`src/common/sar_cfg.svh`:
```
// Constants for the converter power and short-cycle sequencer
`ifndef SAR_CFG_SVH
`define SAR_CFG_SVH
`define SAR_RESULT_BITS 16
`define SAR_IDX_W 4
`define SAR_SAMPLE_LAST_IDX 4'h4
`define SAR_MSB_IDX 4'hF
`define SAR_LSB_IDX 4'h0
`define SAR_FIRST_RESEND_IDX 4'h1
`define SAR_CLK_NS 100
`define SAR_BIT_DECISION_NS 167
`define SAR_BIT_DECISION_CYC ((`SAR_BIT_DECISION_NS) / (`SAR_CLK_NS))
`endif

```
`src/common/sar_pkg.sv`:
```
// Types for the converter power and short-cycle sequencer
package sar_pkg;
  typedef enum logic [6:0] {
    ST_PWRUP = 7'h01,
    ST_IDLE = 7'h02,
    ST_SAMPLE = 7'h04,
    ST_LEAD = 7'h08,
    ST_MSBF = 7'h10,
    ST_LSBF = 7'h20,
    ST_DONE = 7'h40
  } conv_state_t;

  typedef struct packed {
    conv_state_t state;
    logic [3:0] idx;
    logic [15:0] code;
    logic dout;
    logic dout_en;
    logic pwr_analog;
    logic pwr_digital;
    logic sclk_prev;
    logic cs_prev;
  } conv_regs_t;
endpackage

```
`src/rtl/sar_conv_ctrl.sv`:
```
// Power-down and short-cycle sequencer of a 16-bit SAR converter
`include "sar_cfg.svh"
module sar_conv_ctrl (
  input wire logic clk,
  input wire logic sys_rst,
  input wire logic chip_sel_n,
  input wire logic serial_bit_clock,
  input wire logic [15:0] sample_code,
  output logic data_out,
  output logic data_out_en,
  output logic analog_power_on,
  output logic digital_power_on
);
  sar_pkg::conv_regs_t cur;
  sar_pkg::conv_regs_t next_cur;
  logic cs_s;
  logic sclk_s;
  logic sclk_fall;
  logic cs_fall;
  logic analog_busy;

  // Pin synchronisers
  sync2 #(.INIT(1'b1)) u_cs_sync (
    .clk(clk),
    .sys_rst(sys_rst),
    .pin(chip_sel_n),
    .level(cs_s)
  );
  sync2 #(.INIT(1'b0)) u_sclk_sync (
    .clk(clk),
    .sys_rst(sys_rst),
    .pin(serial_bit_clock),
    .level(sclk_s)
  );

  // Edge detection on synchronised levels
  assign sclk_fall = cur.sclk_prev & ~sclk_s;
  assign cs_fall = cur.cs_prev & ~cs_s;

  // Sequencer and power control
  always_comb begin
    next_cur = cur;
    next_cur.sclk_prev = sclk_s;
    next_cur.cs_prev = cs_s;
    if (cs_s) begin
      // Abort or idle: release pin, reset sequencing
      next_cur.dout_en = 1'b0;
      next_cur.dout = 1'b0;
      next_cur.idx = `SAR_LSB_IDX;
      if (cur.state != sar_pkg::ST_PWRUP) begin
        next_cur.state = sar_pkg::ST_IDLE;
      end
    end else if (cs_fall) begin
      next_cur.state = sar_pkg::ST_SAMPLE;
      next_cur.idx = `SAR_LSB_IDX;
    end else if (sclk_fall) begin
      case (cur.state)
        sar_pkg::ST_SAMPLE: begin
          if (cur.idx == `SAR_SAMPLE_LAST_IDX) begin
            next_cur.state = sar_pkg::ST_LEAD;
            next_cur.dout_en = 1'b1;
            next_cur.dout = 1'b0;
            next_cur.code = sample_code;
          end else begin
            next_cur.idx = cur.idx + 4'h1;
          end
        end
        sar_pkg::ST_LEAD: begin
          next_cur.state = sar_pkg::ST_MSBF;
          next_cur.idx = `SAR_MSB_IDX;
          next_cur.dout = cur.code[`SAR_MSB_IDX];
        end
        sar_pkg::ST_MSBF: begin
          if (cur.idx == `SAR_LSB_IDX) begin
            next_cur.state = sar_pkg::ST_LSBF;
            next_cur.idx = `SAR_FIRST_RESEND_IDX;
            next_cur.dout = cur.code[`SAR_FIRST_RESEND_IDX];
          end else begin
            next_cur.idx = cur.idx - 4'h1;
            next_cur.dout = cur.code[cur.idx - 4'h1];
          end
        end
        sar_pkg::ST_LSBF: begin
          if (cur.idx == `SAR_MSB_IDX) begin
            next_cur.state = sar_pkg::ST_DONE;
            next_cur.dout_en = 1'b0;
            next_cur.dout = 1'b0;
          end else begin
            next_cur.idx = cur.idx + 4'h1;
            next_cur.dout = cur.code[cur.idx + 4'h1];
          end
        end
        default: begin
          next_cur.state = cur.state; // Done state ignores clocks
        end
      endcase
    end
    // Analog stays up from start until result is complete
    case (next_cur.state)
      sar_pkg::ST_PWRUP,
      sar_pkg::ST_SAMPLE,
      sar_pkg::ST_LEAD,
      sar_pkg::ST_MSBF: analog_busy = 1'b1;
      default: analog_busy = 1'b0;
    endcase
    next_cur.pwr_analog = analog_busy;
    next_cur.pwr_digital = ~cs_s;
  end

  // State register
  always_ff @(posedge clk) begin
    if (sys_rst) begin
      cur <= '{state: sar_pkg::ST_PWRUP, idx: 4'h0, code: 16'h0000,
               dout: 1'b0, dout_en: 1'b0, pwr_analog: 1'b1,
               pwr_digital: 1'b1, sclk_prev: 1'b0, cs_prev: 1'b1};
    end else begin
      cur <= next_cur;
    end
  end

  assign data_out = cur.dout;
  assign data_out_en = cur.dout_en;
  assign analog_power_on = cur.pwr_analog;
  assign digital_power_on = cur.pwr_digital;
endmodule

```
`src/rtl/sync2.sv`:
```
// Two-stage synchroniser for one pin level
module sync2 #(
  parameter logic INIT = 1'b0
) (
  input wire logic clk,
  input wire logic sys_rst,
  input wire logic pin,
  output logic level
);
  logic stage1;

  // First stage feeds only the second
  always_ff @(posedge clk) begin
    if (sys_rst) begin
      stage1 <= INIT;
      level <= INIT;
    end else begin
      stage1 <= pin;
      level <= stage1;
    end
  end
endmodule

```
`config.mk`:
```
export PLATFORM = sky130hd
export DESIGN_NAME = sar_conv_ctrl
export DESIGN_NICKNAME = d
export VERILOG_FILES = /design/src/common/sar_pkg.sv /design/src/rtl/sar_conv_ctrl.sv /design/src/rtl/sync2.sv
export VERILOG_INCLUDE_DIRS = /design/src /design/src/common
export SDC_FILE = /design/constraint.sdc
export NUM_CORES = 1
export LEC_CHECK = 0
export ABC_AREA = 1
export BUFFER_PORTS_ARGS = -buffer_cell sky130_fd_sc_hd__buf_4
export CORE_MARGIN = 3
export CORE_UTILIZATION = 58
export DETAILED_ROUTE_END_ITERATION = 16
export MAX_ROUTING_LAYER = met4
export PLACE_DENSITY = 0.79
export SLEW_MARGIN = 0
export SYNTH_ARGS = -nofsm -noshare
export SYNTH_HDL_FRONTEND = slang
export SYNTH_SLANG_ARGS = --single-unit
export TNS_END_PERCENT = 5
```
`constraint.sdc`:
```
create_clock -name clk -period 2.7 [get_ports clk]
set_clock_uncertainty 0.1 [all_clocks]
set_input_delay 0.27 -clock clk [delete_from_list [all_inputs] [get_ports clk]]
set_output_delay 0.27 -clock clk [all_outputs]
set_load 0.005 [all_outputs]
```
* Word level (Yosys, flattened, before mapping)
Index checks and enable logic that the tools add are counted.
Operators by class: add/sub/neg operators 2, magnitude comparators 2, equal/unequal tests 15, multiplexer cells 24, bitwise gates (word level) 5, reduce and logical (&&, ||, !) cells 10
Operator list (count):
- two-way mux 29 bit | 1
- two-way mux 7 bit | 4
- one-hot mux 7 bit (4 select lines) | 1
- two-way mux 11 bit | 2
- two-way mux 18 bit | 1
- two-way mux 16 bit | 1
- one-hot mux 4 bit (4 select lines) | 1
- == test 7 x 3 -> 1 bit, second input constant | 2
- == test 7 x 4 -> 1 bit, second input constant | 2
- == test 7 x 5 -> 1 bit, second input constant | 2
- two-way mux 4 bit | 3
- less-than comparator 4 x 5 -> 1 bit, second input constant | 2
- AND reduction 5 bit | 2
- binary-select mux 1 bit (select 4 bit) | 2
- != test 2 bit, second input constant | 4
- AND reduction 4 bit | 2
- == test 7 x 1 -> 1 bit, second input constant | 1
- == test 7 x 6 -> 1 bit, second input constant | 1
- != test 7 x 1 -> 1 bit, second input constant | 1
- two-way mux 1 bit | 6
- adder 4 x 1 -> 4 bit, second input constant | 1
- == test 4 x 3 -> 1 bit, second input constant | 1
- == test 4 bit, second input constant | 1
- zero test 4 bit | 1
- other kinds (10) | 13
Word-level totals: flip-flop bits (word level) 37, input port bits 20, output and inout port bits 4, word-level logic and storage cells 71

* Depth between registers and ports, before layout
Gate-level depths: netlist of run 1.
depth after elaboration 11, depth in mapped cells 15

* Hierarchy
Synthesis of run 1 repeated with hierarchy kept, for this count alone.
Unflattened totals: cell total of the unflattened synthesis 302, area, all modules 2089.5 sq um
By module, submodules not included:
- sar_conv_ctrl | times used 1, cells an instance 289, area each 1975.6 sq um
- sync2 at u_cs_sync | times used 1, cells an instance 7, area each 58.8 sq um
- sync2 at u_sclk_sync | times used 1, cells an instance 6, area each 55.1 sq um

* Worst setup path before layout of run 1
Ideal clock, no wire load.
kind flip-flop to flip-flop, start point register cur[22] (netlist name), end point register cur, in the netlist data_out, setup time 0.119 ns, arrival time 1.714 ns, required time 2.481 ns, slack 0.766 ns, stages on the path, launching flop included 14, buffers on the path 2, period minus slack after synthesis 1.934 ns, cell sequence dfxtp_1 > buf_2 > inv_1 > ha_1 > clkbuf_1 > inv_2 > nand2_1 > nand3_1 > a21oi_1 > a21oi_1 > nand2_1 > nand3b_1 > nand2_1 > a21oi_1
On the way: cells in the longest elaborated chain, start to end 5
Ends and longest elaborated chain:
- from (decl) | RTL line sar_conv_ctrl.sv:14 | sar_pkg::conv_regs_t cur;
- from (signal assigned) | RTL line sar_conv_ctrl.sv:113 | cur <= '{state: sar_pkg::ST_PWRUP, idx: 4'h0, code: 16'h0000,
- from (signal assigned) | RTL line sar_conv_ctrl.sv:117 | cur <= next_cur;
- adder 4 x 1 -> 4 bit or subtractor 4 x 1 -> 4 bit (tied branches) | RTL line sar_conv_ctrl.sv:90, sar_conv_ctrl.sv:80
- binary-select mux 1 bit (select 4 bit), on equally long branches | RTL line sar_conv_ctrl.sv:90, sar_conv_ctrl.sv:80
- two-way mux 1 bit, on equally long branches | RTL line sar_conv_ctrl.sv:90, sar_conv_ctrl.sv:80
- two-way mux 1 bit, on equally long branches | RTL line sar_conv_ctrl.sv:84, sar_conv_ctrl.sv:74
- one-hot mux 1 bit (4 select lines) | RTL line sar_conv_ctrl.sv:57 | case (cur.state)
Parallel ways exist; a longest one is shown, timed or not. The select of a mux whose other input is x is not followed. A chain may end at the register's enable or synchronous reset.

* Worst setup path after layout of run 1
start point register cur[23] (netlist name), end point register cur[13] (netlist name)
On the way: cells in the longest elaborated chain, start to end 2
Ends and longest elaborated chain:
- == test 4 x 3 -> 1 bit (no line)
- AND reduction 5 bit (no line)
No other way between the ends.

==> flow_summary.toml, run 1 <==
[outcome]
outcome = "finished clean"

[clock_tree]
numCtsBuffers = 5
cts_buffer_depth = 2
cts_tree = "done"
cts_max_level = 2
clockRootBuffer = "clkbuf_4"
clk_pin_slew_ns = 0.12
cts_setup_buffers = 0
cts_sinks = 37
insertion_delay_ns = 0.36

[critical_path]
worst-endpoint-arrival_ns = 2.15
crit_path_start_kind = "register"
critPathCaptureType = "register"
critPathKind = "reg -> reg"
path_max_fanout = 24
crit_required_ns = 2.84

[routing]
drcViolationCount = 0
drt_iter0_markers = 85
via_per_inst = 5.16
avgRoutedWirePerCell_um = 11.5
ant_nets = 0
via_count = 1959
finalWirelength_mm = 4.36
first_pass_iters = 4

[finish]
antenna_cells = 0
drive_gt1_frac = 0.198
multi_input_area_um2 = 1120
fillers = 296
final_core_util = 0.699
syn2layout_area_growth_pct = 13.4
register_area_um2 = 741
layout.nets = 355

[power]
power_per_cell_area_nw_per_um2 = 436
peakVddDrop_mv = 0.358
power_leakage_nw = 1.11

[synthesis]
synth_top_family_by_area = "simple AND/OR/NAND/NOR gates"
yosysWarnings = 0
async_flop_share = 0
syn_inst = 309
muxShareOfSynthArea = 0
ys_ff_latch = 37
syn_nets = 331
synth.distinct_cells = 34
synth_compound_area_frac = 0.169
avgSynthCellArea_um2 = 6.81
synth_area_leaders = "dfxtp_1 35%, nor2_1 9.8%, nand2_1 9.3%"
synth_simple_gate_area_frac = 0.333
synth_flop_cell = "dfxtp_1"
synth_common_cells = "55 x nor2_1, 52 x nand2_1, 44 x inv_1"
synth.top_cell.area_share = 0.352
synthAdderAreaFrac = 0.0119
synth_most_common_cell = "nor2_1"
synth_largest_area_cell = "dfxtp_1"
yosysSeqAreaShare = 0.352
synth_xor_area_frac = 0.0166
synth-edff-count = 0
netlist_area_um2 = 2110

[grt]
grt_first_pass_wirelength_mm = 7.53
grt_pass1_vias = 1721
grt_max_degree = 25
grt_usage = 0.230
antenna_found_initial = 0
overflow = 0

[placed_design]
gp_congestion = 0.926
dp_hpwl_mm = 3.36
portBuffers = 23

[timing]
fin_crit_sh = 0.742
layout_min_cycle_time_ns = 2.00
hold_violations = 0
tightestPinTransition_ns = 0.396
rsz0062_at_grt = "no"
fin_tns_setup_ns = 0
maxSlewHeadroom = 0.735
finalMaxSlewViolations = 0
clock.fmax_ghz = 0.499
setup_viol = 0

[die]
start_util = 0.616
die_w_um = 66.3
rows = 21
coreArea_um2 = 3420
dieArea_um2 = 4390
boundaryPins = 24
dieHeight_um = 66.3

[job]
cap_violations = 0

[min_path]
hold_class = "in -> reg"
==> through the flow <==
| stage | std cells | area [µm²] | setup WS [ns] | total power (W) | hold WS [ns] |
|---|---|---|---|---|---|
| detailed placement | 371 | 2290 | 0.725 | 0.000655 | 0.304 |
| finish | 380 | 2390 | 0.697 | 0.00104 | 0.0296 |
| CTS | 380 | 2390 | 0.703 | 0.00105 | 0.0143 |
| global route | 380 | 2390 | 0.503 | 0.00108 | 0.0343 |
| global placement | 371 | 2290 | 0.740 | 0.000653 | 0.293 |
| floorplan | 309 | 2110 | 0.766 | 0.000618 | 0.274 |
==> per-layer routing <==
layer,track usage,vias to the layer above,part of all wire
met4,0.0838,0,0.019
met1,0.310,876,0.49
met2,0.340,47,0.44
met5,-,-,0
met3,0.0459,10,0.044
li1,-,1026,-
==> where the power goes <==
group / internal, W / switching (W)
combinational: 0.0000387 / 0.0000409
sequential: 0.000556 / 0.00000742
clock: 0.000196 / 0.000201
==> path summary, 6_finish.rpt <==
check                     startpoint                  to  slack, ns  depth (start not counted)
setup / recovery             cur[23]             cur[13]       0.70                          9
hold / removal      serial_bit_clock  u_sclk_sync.stage1       0.03                          3
setup reg to reg             cur[23]             cur[13]       0.70                          9
hold reg to reg   u_sclk_sync.stage1   u_sclk_sync.level       0.32                          2
==> registers in the layout (all words and copies together), names as in the netlist <==
name	cells
data_out	1
data_out_en	1
u_cs_sync.level	1
digital_power_on	1
u_sclk_sync.stage1	1
u_cs_sync.stage1	1
analog_power_on	1
cur	29
u_sclk_sync.level	1
==> cell families (layout without fill, tap and decap cells) <==
family | after synthesis | count (layout)
compound gates | 53 | 53
xor+xnor | 4 | 4
fa+ha+maj | 2 | 2
buf+inv | 60 | 85
flops | 37 | 37
simple gates | 153 | 153
==> placed cells by master, fill, tap and decap left out, drive strengths merged <==
cell | synthesis | layout
buf | 5 | 24
dfxtp | 37 | 37
nor2 | 63 | 63
a211oi | 8 | 8
o21bai | 1 | 1
xor2 | 4 | 4
nor3 | 3 | 3
bufinv | 0 | 1
a21oi | 8 | 8
or2 | 3 | 3
clkinv | 0 | 1
clkinvlp | 0 | 1
ha | 2 | 2
nand3b | 1 | 1
o21ai | 29 | 29
o22ai | 2 | 2
inv | 52 | 52
nand4 | 1 | 1
o2111a | 1 | 1
dlygate4sd3 | 0 | 1
clkbuf | 3 | 5
nand2 | 54 | 54
a31oi | 4 | 4
nand3 | 28 | 28
==> repair_timing <==
item,in CTS,in global routing
resized for setup,0,0
hold buffers,1,0
hold endpoints to repair,1,0
==> layout make-up <==
class / instances / share of cell area
clock buffer: 5 / 0.0157
clock inverter: 3 / 0.0194
inverter: 52 / 0.0828
multi-input combinational: 212 / 0.468
sequential: 37 / 0.310
tap: 46 / 0.0241
timing repair buffer: 25 / 0.0797
==> critical path: stages (launching register included) <==
cell and delay, ns:
dfxtp_1 0.36, inv_1 0.08, ha_1 0.20, nand3_1 0.20
nor2_4 0.18, inv_2 0.05, nor3_4 0.32, inv_4 0.19
nor2_1 0.16, a211oi_2 0.04
No activity file was read; power rests on OpenSTA's default activity.
==> run 2: changes to the inputs <==
Clock period 2.7 ns to 1.9 ns, I/O delays scaled along.
==> run 2 against run 1 <==
Against the previous run: maximum frequency grew 7.1%; sequential share of layout area decreased by 2.6 points; setup slack worse by 0.67 ns; register-to-register slack worse by 0.67 ns; critical endpoint is now cur[15]; die area unchanged.
==> flow_summary.toml, run 2 (synthesis results as in run 1) <==
[finish]
design_area_um2 = 2630
layout.nets = 375
antenna_cells = 0
multi_input_area_um2 = 1170
final_common_cell = "nor2_1"
syn2layout_area_growth_pct = 24.7
regMostFlops = "cur"
drive_gt1_frac = 0.257
register_area_um2 = 746
fillers = 265
largest_register_ffs = 29
final_cell_mix = "51 x nor2_1, 49 x nand2_1, 42 x inv_1"

[clock_tree]
cts_max_level = 2
clk_pin_slew_ns = 0.13
numCtsBuffers = 5
insertion_delay_ns = 0.36
cts_buffer_depth = 2
cts_tree = "done"
cts_sinks = 37
clockRootBuffer = "clkbuf_4"

[die]
dieArea_um2 = 4390
boundaryPins = 24
rows = 21
coreArea_um2 = 3420
start_util = 0.616
die_w_um = 66.3
dieHeight_um = 66.3

[routing]
via_count = 2118
first_pass_iters = 7
drcViolationCount = 0
ant_nets = 0
avgRoutedWirePerCell_um = 13.1
via_per_inst = 5.30
finalWirelength_mm = 5.23
drt_iter0_markers = 193

[outcome]
outcome = "finished clean"

[critical_path]
crit_slowest_cell = "dfxtp_2"
max_stage_delay_ns = 0.36
worst-endpoint-arrival_ns = 2.00
crit_path_start_kind = "register"
cp_cell_sequence = "inv_1 > ha_2 > nand3_1 > buf_4 > nor2_4 > inv_2 > nor3_4 > inv_4 > nor2_1 > a211oi_2"
path_max_fanout = 24
critPathCaptureType = "register"
crit_required_ns = 2.03
critPathKind = "reg -> reg"

[placed_design]
placed_area_um2 = 2340
dp_slack_ns = 0.0636
dp_hpwl_mm = 3.53
portBuffers = 23
gp_congestion = 0.954

[timing]
setup_viol = 0
clock.fmax_ghz = 0.535
hold_violations = 0
finalMaxSlewViolations = 0
rsz0062_at_grt = "yes"
tightestPinTransition_ns = 0.410
fin_worst_hold_slack_ns = 0.0114
maxSlewHeadroom = 0.725
fin_crit_sh = 0.984
setup_ws_ns = 0.0298
layout_min_cycle_time_ns = 1.87

[power]
internal-power_w = 0.00114
peakVddDrop_mv = 0.708
combPwrFrac = 0.095
p_sw_frac = 0.250
power_leakage_nw = 1.20
pwr-share-seq = 0.526
power_per_cell_area_nw_per_um2 = 580
pwr-share-clk = 0.379
power.switching_w = 0.000382

[grt]
grt_max_degree = 25
grt_pass1_vias = 1828
antenna_found_initial = 0
grt_usage = 0.247
grt_first_pass_wirelength_mm = 8.10
overflow = 0

[min_path]
hold_class = "in -> reg"

[job]
cap_violations = 0
## run 2: path summary, 6_finish.rpt
kind / endpoint / slack [ns] / startpoint / cells past startpoint
worst max-delay path: cur[15] / 0.03 / cur[22] / 10
worst max register to register: cur[15] / 0.03 / cur[22] / 10
worst min register to register: u_sclk_sync.level / 0.32 / u_sclk_sync.stage1 / 2
worst min-delay path: cur[19] / 0.01 / sample_code[13] / 3
## run 2: what timing repair did
action,CTS,global route
endpoints found under the hold margin,12,0
setup endpoints to repair,1,21
setup buffers,0,3
pin swaps,0,2
hold buffers,12,0
gates resized for setup,1,20
## run 2: per-stage QoR
step,setup TNS (ns),cells,utilization,power (W)
floorplan,-0.0699,309,-,0.000879
global placement,0,377,0.685,0.000929
detailed placement,0,377,0.685,0.000931
CTS,0,397,0.745,0.00151
global route,-0.828,400,0.769,0.00158
finish,0,400,0.769,0.00152
## run 2: layout make-up
type,count,share of cell area
clock buffer,5,0.0143
clock inverter,3,0.0176
inverter,52,0.0753
multi-input combinational,212,0.447
sequential,37,0.284
tap,46,0.0219
timing repair buffer,45,0.140
## run 2: critical path, delay by kind of cell (launching register included)
kind	cells	cell delay, ns
simple gates	4	0.56
buf+inv	4	0.46
fa+ha+maj	1	0.20
compound gates	1	0.05
flops	1	0.36
## run 2: power by group through the flow
stage,sequential (W),combinational [W],clock [W]
floorplan,0.000817,0.0000618,0
global placement,0.000817,0.000112,0
detailed placement,0.000817,0.000114,0
CTS,0.000800,0.000134,0.000580
global route,0.000803,0.000162,0.000618
finish,0.000801,0.000145,0.000577
## run 2: metal layers
layer / GRT usage / vias to the layer above / wire, µm
met5: - / - / 0
met4: 0.0990 / 0 / 135
met2: 0.372 / 100 / 2350
li1: - / 1068 / -
met1: 0.327 / 929 / 2400
met3: 0.0459 / 21 / 347
